<file path="src/verilog/ccpu_pkg.sv">
// shared constants and carrier types for the compare / pwm unit
package ccpu_pkg;
    // register byte offsets on the axi4-lite slave
    localparam logic [7:0] CCPU_CTRL0 = 8'h00;
    localparam logic [7:0] CCPU_CTRL1 = 8'h04;
    localparam logic [7:0] CCPU_CMP0 = 8'h08;
    localparam logic [7:0] CCPU_CMP1 = 8'h0C;
    localparam logic [7:0] CCPU_DUTY0 = 8'h10;
    localparam logic [7:0] CCPU_DUTY1 = 8'h14;
    localparam logic [7:0] CCPU_TBASE = 8'h18;
    localparam logic [7:0] CCPU_PWMCFG = 8'h1C;
    localparam logic [7:0] CCPU_PWMTB = 8'h20;
    localparam logic [7:0] CCPU_FLAGS = 8'h24;
    localparam logic [7:0] CCPU_STATUS = 8'h28;
    // mode select field encodings
    localparam logic [3:0] CCPU_M_OFF = 4'h0;
    localparam logic [3:0] CCPU_M_TOGGLE = 4'h2;
    localparam logic [3:0] CCPU_M_SET = 4'h8;
    localparam logic [3:0] CCPU_M_CLEAR = 4'h9;
    localparam logic [3:0] CCPU_M_SWI = 4'hA;
    localparam logic [3:0] CCPU_M_SPECIAL = 4'hB;
    localparam logic [1:0] CCPU_M_PWM_TOP = 2'h3;
    // flag register bit positions
    localparam int CCPU_F_EVT0 = 0;
    localparam int CCPU_F_EVT1 = 1;
    localparam int CCPU_F_PERIOD = 2;
    localparam int CCPU_F_OVF = 3;
    // pwm config field positions
    localparam int CCPU_PC_PRESC = 8;
    localparam int CCPU_PC_ON = 10;
    // prescale limits (1, 4, 16) minus one
    localparam logic [3:0] CCPU_PS1 = 4'h0;
    localparam logic [3:0] CCPU_PS4 = 4'h3;
    localparam logic [3:0] CCPU_PS16 = 4'hF;
    // extra low bits of the extended pwm count
    localparam int CCPU_PWM_EXT = 2;
    // axi responses
    localparam logic [1:0] CCPU_RESP_OK = 2'h0;
    localparam logic [1:0] CCPU_RESP_SLVERR = 2'h2;
    // reset values
    localparam logic [15:0] CCPU_CMP_RST = 16'h0000;
    localparam logic [7:0] CCPU_PERIOD_RST = 8'hFF;

    // one module control register
    typedef struct packed {
        logic dir_in;           // pin_direction_bit, 1 = input
        logic [1:0] duty_lo;    // duty_low_bits
        logic [3:0] mode;       // mode_select_field
    } ccpu_ctrl_t;

    // pwm engine state
    typedef struct packed {
        logic [1:0] fine;
        logic [3:0] pcnt;
        logic [7:0] tb;
        logic [9:0] duty0;
        logic [9:0] duty1;
        logic [1:0] out;
        logic period;
    } ccpu_pwm_st_t;

    // compare timebase state
    typedef struct packed {
        logic [15:0] count;
        logic ovf;
    } ccpu_tb_st_t;
endpackage

</file>
<file path="src/verilog/ccpu_cmp_timebase.sv">
// 16-bit compare timebase with overflow pulse and clear-on-tick
`timescale 1ns/1ps
`default_nettype none
module ccpu_cmp_timebase import ccpu_pkg::*; (
    input wire logic clk_i,
    input wire logic rst_i,
    input wire logic tick_i,        // one-cycle timebase clock edge
    input wire logic freeze_i,      // sleep: hold everything
    input wire logic clear_i,       // special event reset, qualified at tick
    input wire logic wr_i,          // software load
    input wire logic [15:0] wr_data_i,
    output logic [15:0] count_o,
    output logic ovf_o              // one-cycle overflow pulse
);
    ccpu_tb_st_t st_q, st_d;

    // next state
    always_comb begin
        st_d = st_q;
        st_d.ovf = 1'b0;
        if (freeze_i) begin
            st_d = st_q;            // held while asleep, no pulse repeats
            st_d.ovf = 1'b0;
        end else if (wr_i) begin
            st_d.count = wr_data_i;
        end else if (tick_i) begin
            if (clear_i) begin
                st_d.count = CCPU_CMP_RST;
            end else begin
                st_d.count = st_q.count + 16'h0001;
                st_d.ovf = (st_q.count == 16'hFFFF);
            end
        end
    end

    // state register
    always_ff @(posedge clk_i) begin
        if (rst_i) begin
            st_q <= '0;
        end else begin
            st_q <= st_d;
        end
    end

    assign count_o = st_q.count;
    assign ovf_o = st_q.ovf;
endmodule
`default_nettype wire

</file>
<file path="src/verilog/ccpu_pwm.sv">
// shared pwm timebase with two duty channels
`timescale 1ns/1ps
`default_nettype none
module ccpu_pwm import ccpu_pkg::*; (
    input wire logic clk_i,
    input wire logic rst_i,
    input wire logic on_i,
    input wire logic freeze_i,
    input wire logic [7:0] period_i,
    input wire logic [1:0] presc_i,
    input wire logic [9:0] duty0_i,
    input wire logic [9:0] duty1_i,
    output logic [1:0] pwm_o,
    output logic period_o,          // one-cycle pulse at restart
    output logic [7:0] tb_o
);
    ccpu_pwm_st_t st_q, st_d;
    logic [3:0] plim;
    logic step;
    logic [9:0] ext;
    logic [9:0] top;
    logic [9:0] nxt;                // extended count after this edge

    // prescale limit decode
    always_comb begin
        case (presc_i)
            2'h0: plim = CCPU_PS1;
            2'h1: plim = CCPU_PS4;
            default: plim = CCPU_PS16;
        endcase
    end

    assign step = (st_q.fine == 2'h3) && (st_q.pcnt == plim);
    assign ext = {st_q.tb, st_q.fine};
    assign top = {period_i, 2'h3};
    // fall decided one edge early, so duty n gives n cycles high at prescale 1
    assign nxt = ext + 10'h001;

    // next state
    always_comb begin
        st_d = st_q;
        st_d.period = 1'b0;
        if (freeze_i || !on_i) begin
            st_d.period = 1'b0;
        end else begin
            st_d.fine = st_q.fine + 2'h1;
            if (st_q.fine == 2'h3) begin
                st_d.pcnt = (st_q.pcnt == plim) ? 4'h0 : st_q.pcnt + 4'h1;
            end
            if (nxt == st_q.duty0 && st_q.duty0 <= top) begin
                st_d.out[0] = 1'b0;
            end
            if (nxt == st_q.duty1 && st_q.duty1 <= top) begin
                st_d.out[1] = 1'b0;
            end
            if (step) begin
                if (st_q.tb == period_i) begin
                    st_d.tb = 8'h00;
                    st_d.period = 1'b1;
                    st_d.duty0 = duty0_i;
                    st_d.duty1 = duty1_i;
                    if (duty0_i <= top) begin
                        st_d.out[0] = (duty0_i != 10'h000);
                    end
                    if (duty1_i <= top) begin
                        st_d.out[1] = (duty1_i != 10'h000);
                    end
                end else begin
                    st_d.tb = st_q.tb + 8'h01;
                end
            end
        end
    end

    // state register
    always_ff @(posedge clk_i) begin
        if (rst_i) begin
            st_q <= '0;
        end else begin
            st_q <= st_d;
        end
    end

    assign pwm_o = st_q.out;
    assign period_o = st_q.period;
    assign tb_o = st_q.tb;
endmodule
`default_nettype wire

</file>
<file path="src/verilog/ccpu_top.sv">
// compare and pwm unit with axi4-lite register slave
//
// The placing of the registers and the AXI4-Lite interface to the registers were left to the implementer.
`timescale 1ns/1ps
`default_nettype none
module ccpu_top import ccpu_pkg::*; #(
    parameter int ADDR_W = 8
) (
    input wire logic clk_i,
    input wire logic rst_i,
    // axi4-lite slave
    input wire logic [ADDR_W-1:0] s_axi_awaddr_i,
    input wire logic s_axi_awvalid_i,
    output logic s_axi_awready_o,
    input wire logic [31:0] s_axi_wdata_i,
    input wire logic [3:0] s_axi_wstrb_i,
    input wire logic s_axi_wvalid_i,
    output logic s_axi_wready_o,
    output logic [1:0] s_axi_bresp_o,
    output logic s_axi_bvalid_o,
    input wire logic s_axi_bready_i,
    input wire logic [ADDR_W-1:0] s_axi_araddr_i,
    input wire logic s_axi_arvalid_i,
    output logic s_axi_arready_o,
    output logic [31:0] s_axi_rdata_o,
    output logic [1:0] s_axi_rresp_o,
    output logic s_axi_rvalid_o,
    input wire logic s_axi_rready_i,
    // asynchronous inputs
    input wire logic tb_clk_i,      // timebase clock source
    input wire logic sleep_i,       // device asleep
    input wire logic adc_en_i,      // adc enabled
    // outputs
    output logic [1:0] module_pin_o,
    output logic [1:0] module_pin_oe_n_o,
    output logic [1:0] special_trig_o,
    output logic adc_start_o
);
    // whole top-level state
    typedef struct packed {
        logic [2:0] sync_tb;        // [0] first stage, [2] edge history
        logic [1:0] sync_sl;
        logic [1:0] sync_adc;
        ccpu_ctrl_t ctrl0;
        ccpu_ctrl_t ctrl1;
        logic [15:0] cmp0;
        logic [15:0] cmp1;
        logic [7:0] duty0;
        logic [7:0] duty1;
        logic [7:0] period;
        logic [1:0] presc;
        logic tb_on;
        logic [3:0] flags;
        logic [1:0] latch;          // compare output latches
        logic [1:0] match_q;
        logic [1:0] pend;           // special reset waiting for tick
        logic [1:0] trig;
        logic adc_go;
        logic [1:0] pin;
        logic [1:0] oe_n;
        logic aw_full;
        logic [ADDR_W-1:0] aw_addr;
        logic w_full;
        logic [31:0] w_data;
        logic [3:0] w_strb;
        logic awready;
        logic wready;
        logic bvalid;
        logic [1:0] bresp;
        logic arready;
        logic rvalid;
        logic [31:0] rdata;
        logic [1:0] rresp;
    } ccpu_top_st_t;

    ccpu_top_st_t st_q, st_d;

    logic tb_tick, asleep;
    logic [15:0] tb_count;
    logic tb_ovf;
    logic tb_clear;
    logic tb_wr;
    logic [1:0] pwm_out;
    logic pwm_period;
    logic [7:0] pwm_tb;
    logic [1:0] match;
    logic [1:0] match_rise;

    // compare mode test
    function automatic logic is_cmp(input logic [3:0] m);
        is_cmp = (m == CCPU_M_TOGGLE) || (m == CCPU_M_SET) || (m == CCPU_M_CLEAR)
            || (m == CCPU_M_SWI) || (m == CCPU_M_SPECIAL);
    endfunction

    function automatic logic is_pwm(input logic [3:0] m);
        is_pwm = (m[3:2] == CCPU_M_PWM_TOP);
    endfunction

    // modes in which the module owns the pin
    function automatic logic owns_pin(input logic [3:0] m);
        owns_pin = is_pwm(m) || (m == CCPU_M_TOGGLE) || (m == CCPU_M_SET) || (m == CCPU_M_CLEAR);
    endfunction

    function automatic logic [9:0] duty_of(input logic [7:0] hi, input ccpu_ctrl_t c);
        duty_of = {hi, c.duty_lo};
    endfunction

    function automatic logic [3:0] res_bits(input logic [7:0] p);
        logic [8:0] n;
        logic [3:0] r;
        n = {1'b0, p} + 9'h001;
        r = 4'h2;
        for (int i = 1; i < 9; i++) begin
            if (n[i]) begin
                r = 4'(i + CCPU_PWM_EXT);
            end
        end
        res_bits = r;
    endfunction

    // byte-lane merge
    function automatic logic [31:0] merge(input logic [31:0] old, input logic [31:0] nw,
                                          input logic [3:0] strb);
        logic [31:0] r;
        r = old;
        for (int b = 0; b < 4; b++) begin
            if (strb[b]) begin
                r[b*8 +: 8] = nw[b*8 +: 8];
            end
        end
        merge = r;
    endfunction

    // synchronised views; first stages read only by second stages
    assign tb_tick = st_q.sync_tb[1] & ~st_q.sync_tb[2];
    assign asleep = st_q.sync_sl[1];

    assign match[0] = is_cmp(st_q.ctrl0.mode) && (tb_count == st_q.cmp0);
    assign match[1] = is_cmp(st_q.ctrl1.mode) && (tb_count == st_q.cmp1);
    assign match_rise = match & ~st_q.match_q;

    // reset only if match still holds
    assign tb_clear = |(st_q.pend & match);
    assign tb_wr = st_q.aw_full && st_q.w_full && !st_q.bvalid && (st_q.aw_addr == ADDR_W'(CCPU_TBASE));

    ccpu_cmp_timebase u_tb (
        .clk_i(clk_i),
        .rst_i(rst_i),
        .tick_i(tb_tick),
        .freeze_i(asleep),
        .clear_i(tb_clear),
        .wr_i(tb_wr),
        .wr_data_i(st_q.w_data[15:0]),
        .count_o(tb_count),
        .ovf_o(tb_ovf)
    );

    ccpu_pwm u_pwm (
        .clk_i(clk_i),
        .rst_i(rst_i),
        .on_i(st_q.tb_on),
        .freeze_i(asleep),
        .period_i(st_q.period),
        .presc_i(st_q.presc),
        .duty0_i(duty_of(st_q.duty0, st_q.ctrl0)),
        .duty1_i(duty_of(st_q.duty1, st_q.ctrl1)),
        .pwm_o(pwm_out),
        .period_o(pwm_period),
        .tb_o(pwm_tb)
    );

    // next state: synchronisers, compare actions, bus slave
    always_comb begin
        logic [31:0] wv;
        logic [ADDR_W-1:0] ra;
        ccpu_ctrl_t c [2];
        logic [3:0] clr;
        logic [3:0] setf;
        wv = '0;
        ra = '0;
        clr = '0;
        setf = '0;
        c[0] = st_q.ctrl0;
        c[1] = st_q.ctrl1;
        st_d = st_q;
        st_d.sync_tb = {st_q.sync_tb[1:0], tb_clk_i};
        st_d.sync_sl = {st_q.sync_sl[0], sleep_i};
        st_d.sync_adc = {st_q.sync_adc[0], adc_en_i};
        st_d.trig = '0;
        st_d.adc_go = 1'b0;

        if (!asleep) begin
            st_d.match_q = match;
            for (int k = 0; k < 2; k++) begin
                if (match_rise[k]) begin
                    setf[k] = 1'b1;
                    case (c[k].mode)
                        CCPU_M_TOGGLE: st_d.latch[k] = ~st_q.latch[k];
                        CCPU_M_SET: st_d.latch[k] = 1'b1;
                        CCPU_M_CLEAR: st_d.latch[k] = 1'b0;
                        CCPU_M_SWI: st_d.latch[k] = st_q.latch[k];
                        CCPU_M_SPECIAL: begin
                            st_d.trig[k] = 1'b1;
                            st_d.pend[k] = 1'b1;
                            if (k == 1) begin
                                st_d.adc_go = st_q.sync_adc[1];
                            end
                        end
                        default: st_d.latch[k] = st_q.latch[k];
                    endcase
                end
            end
            // pending resets resolve at the next timebase tick
            if (tb_tick) begin
                st_d.pend = '0;
            end
        end
        setf[CCPU_F_PERIOD] = pwm_period;
        setf[CCPU_F_OVF] = tb_ovf;

        for (int k = 0; k < 2; k++) begin
            st_d.oe_n[k] = c[k].dir_in || !owns_pin(c[k].mode);
            st_d.pin[k] = is_pwm(c[k].mode) ? pwm_out[k] : st_q.latch[k];
        end

        // write address and data channels, in either order
        if (s_axi_awvalid_i && st_q.awready) begin
            st_d.aw_full = 1'b1;
            st_d.aw_addr = s_axi_awaddr_i;
        end
        if (s_axi_wvalid_i && st_q.wready) begin
            st_d.w_full = 1'b1;
            st_d.w_data = s_axi_wdata_i;
            st_d.w_strb = s_axi_wstrb_i;
        end
        if (st_q.bvalid && s_axi_bready_i) begin
            st_d.bvalid = 1'b0;
        end
        if (st_q.aw_full && st_q.w_full && !st_q.bvalid) begin
            st_d.aw_full = 1'b0;
            st_d.w_full = 1'b0;
            st_d.bvalid = 1'b1;
            st_d.bresp = CCPU_RESP_OK;
            case (st_q.aw_addr)
                ADDR_W'(CCPU_CTRL0): begin
                    wv = merge(32'(st_q.ctrl0), st_q.w_data, st_q.w_strb);
                    st_d.ctrl0 = ccpu_ctrl_t'(wv[6:0]);
                    st_d.latch[0] = (wv[3:0] == CCPU_M_CLEAR);
                end
                ADDR_W'(CCPU_CTRL1): begin
                    wv = merge(32'(st_q.ctrl1), st_q.w_data, st_q.w_strb);
                    st_d.ctrl1 = ccpu_ctrl_t'(wv[6:0]);
                    st_d.latch[1] = (wv[3:0] == CCPU_M_CLEAR);
                end
                ADDR_W'(CCPU_CMP0): begin
                    wv = merge(32'(st_q.cmp0), st_q.w_data, st_q.w_strb);
                    st_d.cmp0 = wv[15:0];
                end
                ADDR_W'(CCPU_CMP1): begin
                    wv = merge(32'(st_q.cmp1), st_q.w_data, st_q.w_strb);
                    st_d.cmp1 = wv[15:0];
                end
                ADDR_W'(CCPU_DUTY0): begin
                    wv = merge(32'(st_q.duty0), st_q.w_data, st_q.w_strb);
                    st_d.duty0 = wv[7:0];
                end
                ADDR_W'(CCPU_DUTY1): begin
                    wv = merge(32'(st_q.duty1), st_q.w_data, st_q.w_strb);
                    st_d.duty1 = wv[7:0];
                end
                ADDR_W'(CCPU_TBASE): begin
                    wv = '0;                // load handled by the timebase
                end
                ADDR_W'(CCPU_PWMCFG): begin
                    wv = merge({21'h0, st_q.tb_on, st_q.presc, st_q.period}, st_q.w_data, st_q.w_strb);
                    st_d.period = wv[7:0];
                    st_d.presc = wv[CCPU_PC_PRESC +: 2];
                    st_d.tb_on = wv[CCPU_PC_ON];
                end
                ADDR_W'(CCPU_FLAGS): begin
                    // write one to clear
                    clr = st_q.w_strb[0] ? st_q.w_data[3:0] : 4'h0;
                end
                ADDR_W'(CCPU_PWMTB), ADDR_W'(CCPU_STATUS): begin
                    wv = '0;                // read-only, write ignored
                end
                default: st_d.bresp = CCPU_RESP_SLVERR;
            endcase
        end
        // set beats clear on the same cycle
        st_d.flags = (st_q.flags & ~clr) | setf;
        st_d.awready = !st_d.aw_full && !st_d.bvalid;
        st_d.wready = !st_d.w_full && !st_d.bvalid;

        // read channel: one word in flight
        if (st_q.rvalid && s_axi_rready_i) begin
            st_d.rvalid = 1'b0;
        end
        if (s_axi_arvalid_i && st_q.arready) begin
            ra = s_axi_araddr_i;
            st_d.rvalid = 1'b1;
            st_d.rresp = CCPU_RESP_OK;
            case (ra)
                ADDR_W'(CCPU_CTRL0): st_d.rdata = 32'(st_q.ctrl0);
                ADDR_W'(CCPU_CTRL1): st_d.rdata = 32'(st_q.ctrl1);
                ADDR_W'(CCPU_CMP0): st_d.rdata = 32'(st_q.cmp0);
                ADDR_W'(CCPU_CMP1): st_d.rdata = 32'(st_q.cmp1);
                ADDR_W'(CCPU_DUTY0): st_d.rdata = 32'(st_q.duty0);
                ADDR_W'(CCPU_DUTY1): st_d.rdata = 32'(st_q.duty1);
                ADDR_W'(CCPU_TBASE): st_d.rdata = 32'(tb_count);
                ADDR_W'(CCPU_PWMCFG): st_d.rdata = {21'h0, st_q.tb_on, st_q.presc, st_q.period};
                ADDR_W'(CCPU_PWMTB): st_d.rdata = 32'(pwm_tb);
                ADDR_W'(CCPU_FLAGS): st_d.rdata = 32'(st_q.flags);
                ADDR_W'(CCPU_STATUS): st_d.rdata = {20'h0, res_bits(st_q.period), st_q.latch, st_q.pin,
                                                    st_q.oe_n, asleep, st_q.sync_adc[1]};
                default: begin
                    st_d.rdata = '0;
                    st_d.rresp = CCPU_RESP_SLVERR;
                end
            endcase
        end
        st_d.arready = !st_d.rvalid;
    end

    // state register; reset puts pins to input
    always_ff @(posedge clk_i) begin
        if (rst_i) begin
            st_q <= '0;
            st_q.ctrl0.dir_in <= 1'b1;
            st_q.ctrl1.dir_in <= 1'b1;
            st_q.oe_n <= 2'h3;
            st_q.period <= CCPU_PERIOD_RST;
        end else begin
            st_q <= st_d;
        end
    end

    assign s_axi_awready_o = st_q.awready;
    assign s_axi_wready_o = st_q.wready;
    assign s_axi_bresp_o = st_q.bresp;
    assign s_axi_bvalid_o = st_q.bvalid;
    assign s_axi_arready_o = st_q.arready;
    assign s_axi_rdata_o = st_q.rdata;
    assign s_axi_rresp_o = st_q.rresp;
    assign s_axi_rvalid_o = st_q.rvalid;
    assign module_pin_o = st_q.pin;
    assign module_pin_oe_n_o = st_q.oe_n;
    assign special_trig_o = st_q.trig;
    assign adc_start_o = st_q.adc_go;
endmodule
`default_nettype wire
</file>
<file path="config.mk">
export PLATFORM = sky130hd
export DESIGN_NAME = ccpu_top
export DESIGN_NICKNAME = d
export VERILOG_FILES = /design/src/verilog/ccpu_pkg.sv /design/src/verilog/ccpu_cmp_timebase.sv /design/src/verilog/ccpu_pwm.sv /design/src/verilog/ccpu_top.sv
export SDC_FILE = /design/constraint.sdc
export NUM_CORES = 1
export LEC_CHECK = 0
export ABC_AREA = 0
export BUFFER_PORTS_ARGS = -buffer_cell sky130_fd_sc_hd__buf_2
export CORE_UTILIZATION = 61
export CTS_BUF_LIST = sky130_fd_sc_hd__clkbuf_8
export DETAILED_ROUTE_END_ITERATION = 8
export HOLD_SLACK_MARGIN = 0.08
export PLACE_DENSITY_LB_ADDON = 0.08
export SLEW_MARGIN = 10
export SYNTH_ARGS = -nofsm -noshare
export SYNTH_HDL_FRONTEND = slang
export SYNTH_SLANG_ARGS = --single-unit
</file>
<file path="constraint.sdc">
create_clock -name clk_i -period 3.7 [get_ports clk_i]
set_input_delay 0.185 -clock clk_i [delete_from_list [all_inputs] [get_ports clk_i]]
set_output_delay 0.185 -clock clk_i [all_outputs]
set_load 0.005 [all_outputs]
</file>
# After elaboration in Yosys (flattened, before gate mapping)
# Cells that the tools add are included.
[word_totals]
elab_cells = 263
out_inout_bits = 48
reg_bits = 238
input_bits = 62
[op_classes]
n_lt_le_gt_ge = 4
n_eq_ne = 45
n_bitwise = 17
add_sub_neg = 6
muxes = 65
n_reduce_logical = 76
[op_table]
columns = ["cell", "count"]
rows = [
  ["$pmux W16 S11", 1],
  ["$eq A8 B5 Y1 const B", 8],
  ["$eq A8 B6 Y1 const B", 6],
  ["$mux W4", 11],
  ["$mux W7", 6],
  ["$eq A4 B4 Y1 const B", 10],
  ["$le A10 B10 Y1", 4],
  ["$reduce_and A3 Y1", 13],
  ["$mux W37", 1],
  ["$mux W35", 1],
  ["$eq A16 B16 Y1", 2],
  ["$eq A8 B4 Y1 const B", 4],
  ["$mux W16", 2],
  ["$mux W1", 28],
  ["$reduce_or A11 Y1", 2],
  ["$eq A10 B10 Y1", 2],
  ["$reduce_bool A10 Y1", 2],
  ["$mux W9", 2],
  ["$logic_or A1 B1 Y1", 17],
  ["$mux W17", 1],
  ["$add A16 B1 Y16 const B", 1],
  ["$eq A16 B16 Y1 const B", 1],
  ["$eq A8 B3 Y1 const B", 2],
  ["$logic_not A8 Y1", 2],
  ["other kinds (32)", 84],
]

# Depth between registers and ports, before layout
[depth]
word_depth = 12
ltp_mapped = 9
depth_no_buf = 8

# Cells and area by module
# Synthesis repeated with hierarchy kept, for this count alone.
[unflattened]
cells_unflattened = 1376
area_unflattened_um2 = 11802.6
[modules_own_cells]
columns = ["module", "seq_area_each_um2", "n_inst", "area_each_um2", "cells_per_inst"]
rows = [
  ["ccpu_top", 2962.8, 1, 7741.2, 890],
  ["ccpu_pwm", 740.7, 1, 2961.6, 346],
  ["ccpu_cmp_timebase", 340.3, 1, 1099.8, 140],
]

# Least setup slack after synthesis
# OpenSTA, ideal clock, no wires.
[synth_timing]
path_type = "register to register"
startpoint = "register u_pwm.st_q, in the netlist u_pwm.ext[0]"
endpoint = "register u_pwm.st_q, in the netlist u_pwm.pwm_o[0]"
period_less_slack_ps = 2146
path_buffers = 0
arrival_ps = 2012
t_required_ps = 3567
path_stages_with_launch = 8
setup_time_ps = 133
slack_ps = 1554
cell_sequence = "dfxtp_1 -> ha_1 -> and4_4 -> xnor2_2 -> xnor2_1 -> or4_1 -> nor4_1 -> o221ai_1"
[synth_via]
elab_chain_len = 7
elab_cells_between_ends = 9
classes_between = "1 x add/sub; 2 x eq/ne; 4 x mux; 2 x reduce/logical"
[synth_rtl]
columns = ["item", "line", "rtl"]
rows = [
  ["from (decl)", "ccpu_pwm.sv:17", "ccpu_pwm_st_t st_q, st_d;"],
  ["from (signal assigned)", "ccpu_pwm.sv:80", "st_q <= st_d;"],
  ["$add A10 B1 Y10", "ccpu_pwm.sv:37", "assign nxt = ext + 10'h001;"],
  ["$eq A10 B10 Y1", "ccpu_pwm.sv:50", "if (nxt == st_q.duty0 && st_q.duty0 <= top) begin"],
  ["$logic_and A1 B1 Y1", "ccpu_pwm.sv:50", ""],
  ["$mux W1", "ccpu_pwm.sv:50", ""],
  ["$mux W1", "ccpu_pwm.sv:62", "if (duty0_i <= top) begin"],
  ["$mux W3", "ccpu_pwm.sv:57", "if (st_q.tb == period_i) begin"],
  ["$mux W3 *", "ccpu_pwm.sv:56", "if (step) begin"],
]
# Every way passes the cells marked *; elsewhere a longest branch is shown, timed or not.
# A chain may end at the register's enable or synchronous reset.

# Worst setup path in the final report
# Ends and elaborated chain as after synthesis.

==> results.ini <==
[clock_tree]
cts_tree = yes
cts_max_path_buffers = 3
clk_latency_ns = 0.55
cts_buffers = 36
clkSinkCount = 202
cts_max_level = 2
clk_pin_slew_ns = 0.06
cts_setup_buffers = 0
cts_root_buffer = clkbuf_8

[timing]
rsz0062_at_grt = no
hold_viol = 0
report.final.slew_viol_count = 0
worst_hold_slack_ns = 0.112
setup-tns-final_ns = 0
period_needed_ns = 2.58
worstMarginPinSlew_ns = 1.10
setup_violations = 0
period_share = 0.696
fin_skew_ns = 0.0182
max_freq_mhz = 388
slew_headroom = 0.262
finalWorstSetupSlack_ns = 1.12

[power_and_ir_drop]
powerDensity_mw_per_mm2 = 364
seqPwrFrac = 0.499
p_sw_mw = 1.12
p_comb_frac = 0.047
ir_drop_mv = 0.366
leakage_nw = 4.83
p_int_mw = 3.37
swShare = 0.250
p_clk_frac = 0.454

[logic_synthesis]
syn_avg_cell_area_sq_um = 8.25
synth_top_area_frac = 0.356
post-synth-top-count-cell = nand2_1
synth_ff_type = dfxtp_1
synth_area_leader_cell = dfxtp_1
ys_ff_latch = 202
synthCells = 1376
ys_seq_area_frac = 0.356
synth_common_cells = nand2_1, dfxtp_1, a21oi_1
yosysUniqueCellTypes = 83
yosys-top-cells-area = dfxtp_1, nand2_1, a21oi_1
yosys_warnings = 0
ys_async_sr_fraction = 0
syn-cell-area_sq_mm = 0.0114
synth-edff-count = 0

[setup_path]
cp.arrival_ns = 2.99
r2r_cells = 7
cp_top_family = simple AND/OR/NAND/NOR gates
end_kind = flip-flop
startpoint_type = flip-flop
r2r_slack_ns = 1.12
crit_chain = ha_1, xor2_1, xnor2_1, nand3_1, or4_1, nor4_1, o221ai_1
worst-setup-path-type = reg2reg
crit_path_top_delay_cell = or4_1
r2r-start = u_pwm.ext[0]$_SDFFE_PP0N_
crit_buf_inv = 0
crit_required_ns = 4.11
worst_path_largest_cell_delay_ns = 0.52
cp_max_fo = 7
r2r-end = u_pwm.pwm_o[0]$_SDFFE_PP0N_

[detailed_routing]
wl_per_cell_microns = 19.8
wirelength_microns = 33000
drtPass1Iterations = 7
route.detailed.drc = 4
detail_route.iter0.violations = 985
vias_per_cell = 6.19
final_antenna_net_count = 0
vias = 10300

[placement]
io_buffer_count = 73
dp_hpwl_microns = 22900
gp_congestion = 0.970
place_ws_ns = 1.12

[grt]
track_usage = 0.344
overflow = 0
grt_pass1_vias = 9641
grt_pass1_wl_microns = 52200
antenna_found_initial = 0
grt_max_degree = 89

[min_path]
hold_depth = 4
hp-class = in2reg
hp-start = s_axi_arvalid_i
holdPathEnd = s_axi_rresp_o[1]$_SDFFE_PP0P_

[flow_run]
drv_cap = 0

[floorplan]
die_area_sq_mm = 0.0192
fp-row-count = 49
start_util = 0.628
die_x_microns = 138
core_area_sq_mm = 0.0181
ios = 110
die_h_microns = 138

[run_status]
status = finished with violations
violations = DRC

[final_layout]
drive_gt1_frac = 0.119
diodes = 0
fill_cells = 1505
area_growth_pct = 8.89
nNetsFinal = 1505
multiInputGateArea_sq_mm = 0.00645
seqCellArea_sq_mm = 0.00404

[cell type report]
type,instances,area share
timing repair buffer,115,0.0629
clock inverter,20,0.00800
sequential,202,0.327
clock buffer,44,0.0490
multi-input combinational,1024,0.522
tap,229,0.0232
inverter,27,0.00820
[power by group through the flow]
stage                     combinational (mW)  sequential, mW  clock [mW]
after global routing                   0.234            2.25        2.16
after detailed placement               0.182            2.29           0
after CTS                              0.208            2.24        2.07
final                                  0.211            2.24        2.04
after global placement                 0.180            2.29           0
after floorplan                        0.156            2.26           0
[layout by cell type, fill, tap and decap left out, drive strengths merged, types with 10 or more instances in the layout]
| cell | instances |
|---|---|
| conb | 18 |
| a31oi | 12 |
| a21oi | 141 |
| mux2i | 41 |
| o21ai | 15 |
| inv | 40 |
| clkbuf | 44 |
| nor2 | 108 |
| a211oi | 10 |
| dfxtp | 202 |
| dlygate4sd3 | 31 |
| nand2 | 222 |
| xnor2 | 59 |
| buf | 84 |
| nand3 | 47 |
| nand4 | 30 |
| a22oi | 37 |
| a21o | 17 |
| nor2b | 16 |
| xor2 | 12 |
| ha | 37 |
| nor4 | 14 |
| and3 | 12 |
| nor3 | 26 |
[how the worst max path moves through the flow]
stage,startpoint,to,slack (ns),depth (start not counted)
after global routing,u_pwm.ext[0]$_SDFFE_PP0N_,u_pwm.pwm_o[0]$_SDFFE_PP0N_,0.91,7
after detailed placement,u_pwm.ext[0]$_SDFFE_PP0N_,u_pwm.pwm_o[0]$_SDFFE_PP0N_,1.12,7
after CTS,u_pwm.ext[0]$_SDFFE_PP0N_,u_pwm.pwm_o[0]$_SDFFE_PP0N_,1.11,7
after global placement,u_pwm.ext[0]$_SDFFE_PP0N_,u_pwm.pwm_o[0]$_SDFFE_PP0N_,1.19,7
final,u_pwm.ext[0]$_SDFFE_PP0N_,u_pwm.pwm_o[0]$_SDFFE_PP0N_,1.12,7
after floorplan,u_pwm.ext[0]$_SDFFE_PP0N_,u_pwm.pwm_o[0]$_SDFFE_PP0N_,1.55,7
[cells by family after synthesis]
kind of cell / after synthesis / synth area share
buf+inv: 167 / 0.0819
flops: 202 / 0.356
simple gates: 537 / 0.232
fa+ha+maj: 37 / 0.0408
xor+xnor: 76 / 0.0680
compound gates: 315 / 0.184
mux: 41 / 0.0362
other cells: 1 / 0.000330
[registers in the layout, summed over array words and instances (netlist names), 4 cells and up]
name / cells
st_q: 113
u_pwm.st_q: 24
s_axi_rdata_o: 16
u_tb.count_o: 16
u_pwm.tb_o: 8
st_d: 4
[stage by stage]
step	util	total power, mW	instances	instance area [sq um]
after floorplan	-	2.42	1393	11400
after global placement	0.627	2.47	1566	11300
after detailed placement	0.627	2.47	1566	11300
after CTS	0.684	4.52	1661	12400
after global routing	0.684	4.64	1661	12400
final	0.684	4.50	1661	12400
[worst min-delay path, cell delays in order]
cell,delay [ns]
buf_2,0.10
and2_1,0.17
nor2_1,0.09
nor3_1,0.05
[metal layers]
metal	GRT usage	vias up	wire, microns
met1	0.432	4838	13800
met2	0.573	410	15400
met4	0.184	0	1590
li1	-	4931	-
met5	0	-	0
met3	0.0475	102	2220
[timing repair]
action | in CTS | in global routing
hold endpoints to repair | 34 | 0
setup endpoints to repair | 0 | 0
hold buffers | 31 | 0
gates resized for setup | 0 | 0
No activity file was read; power rests on OpenSTA's default activity.
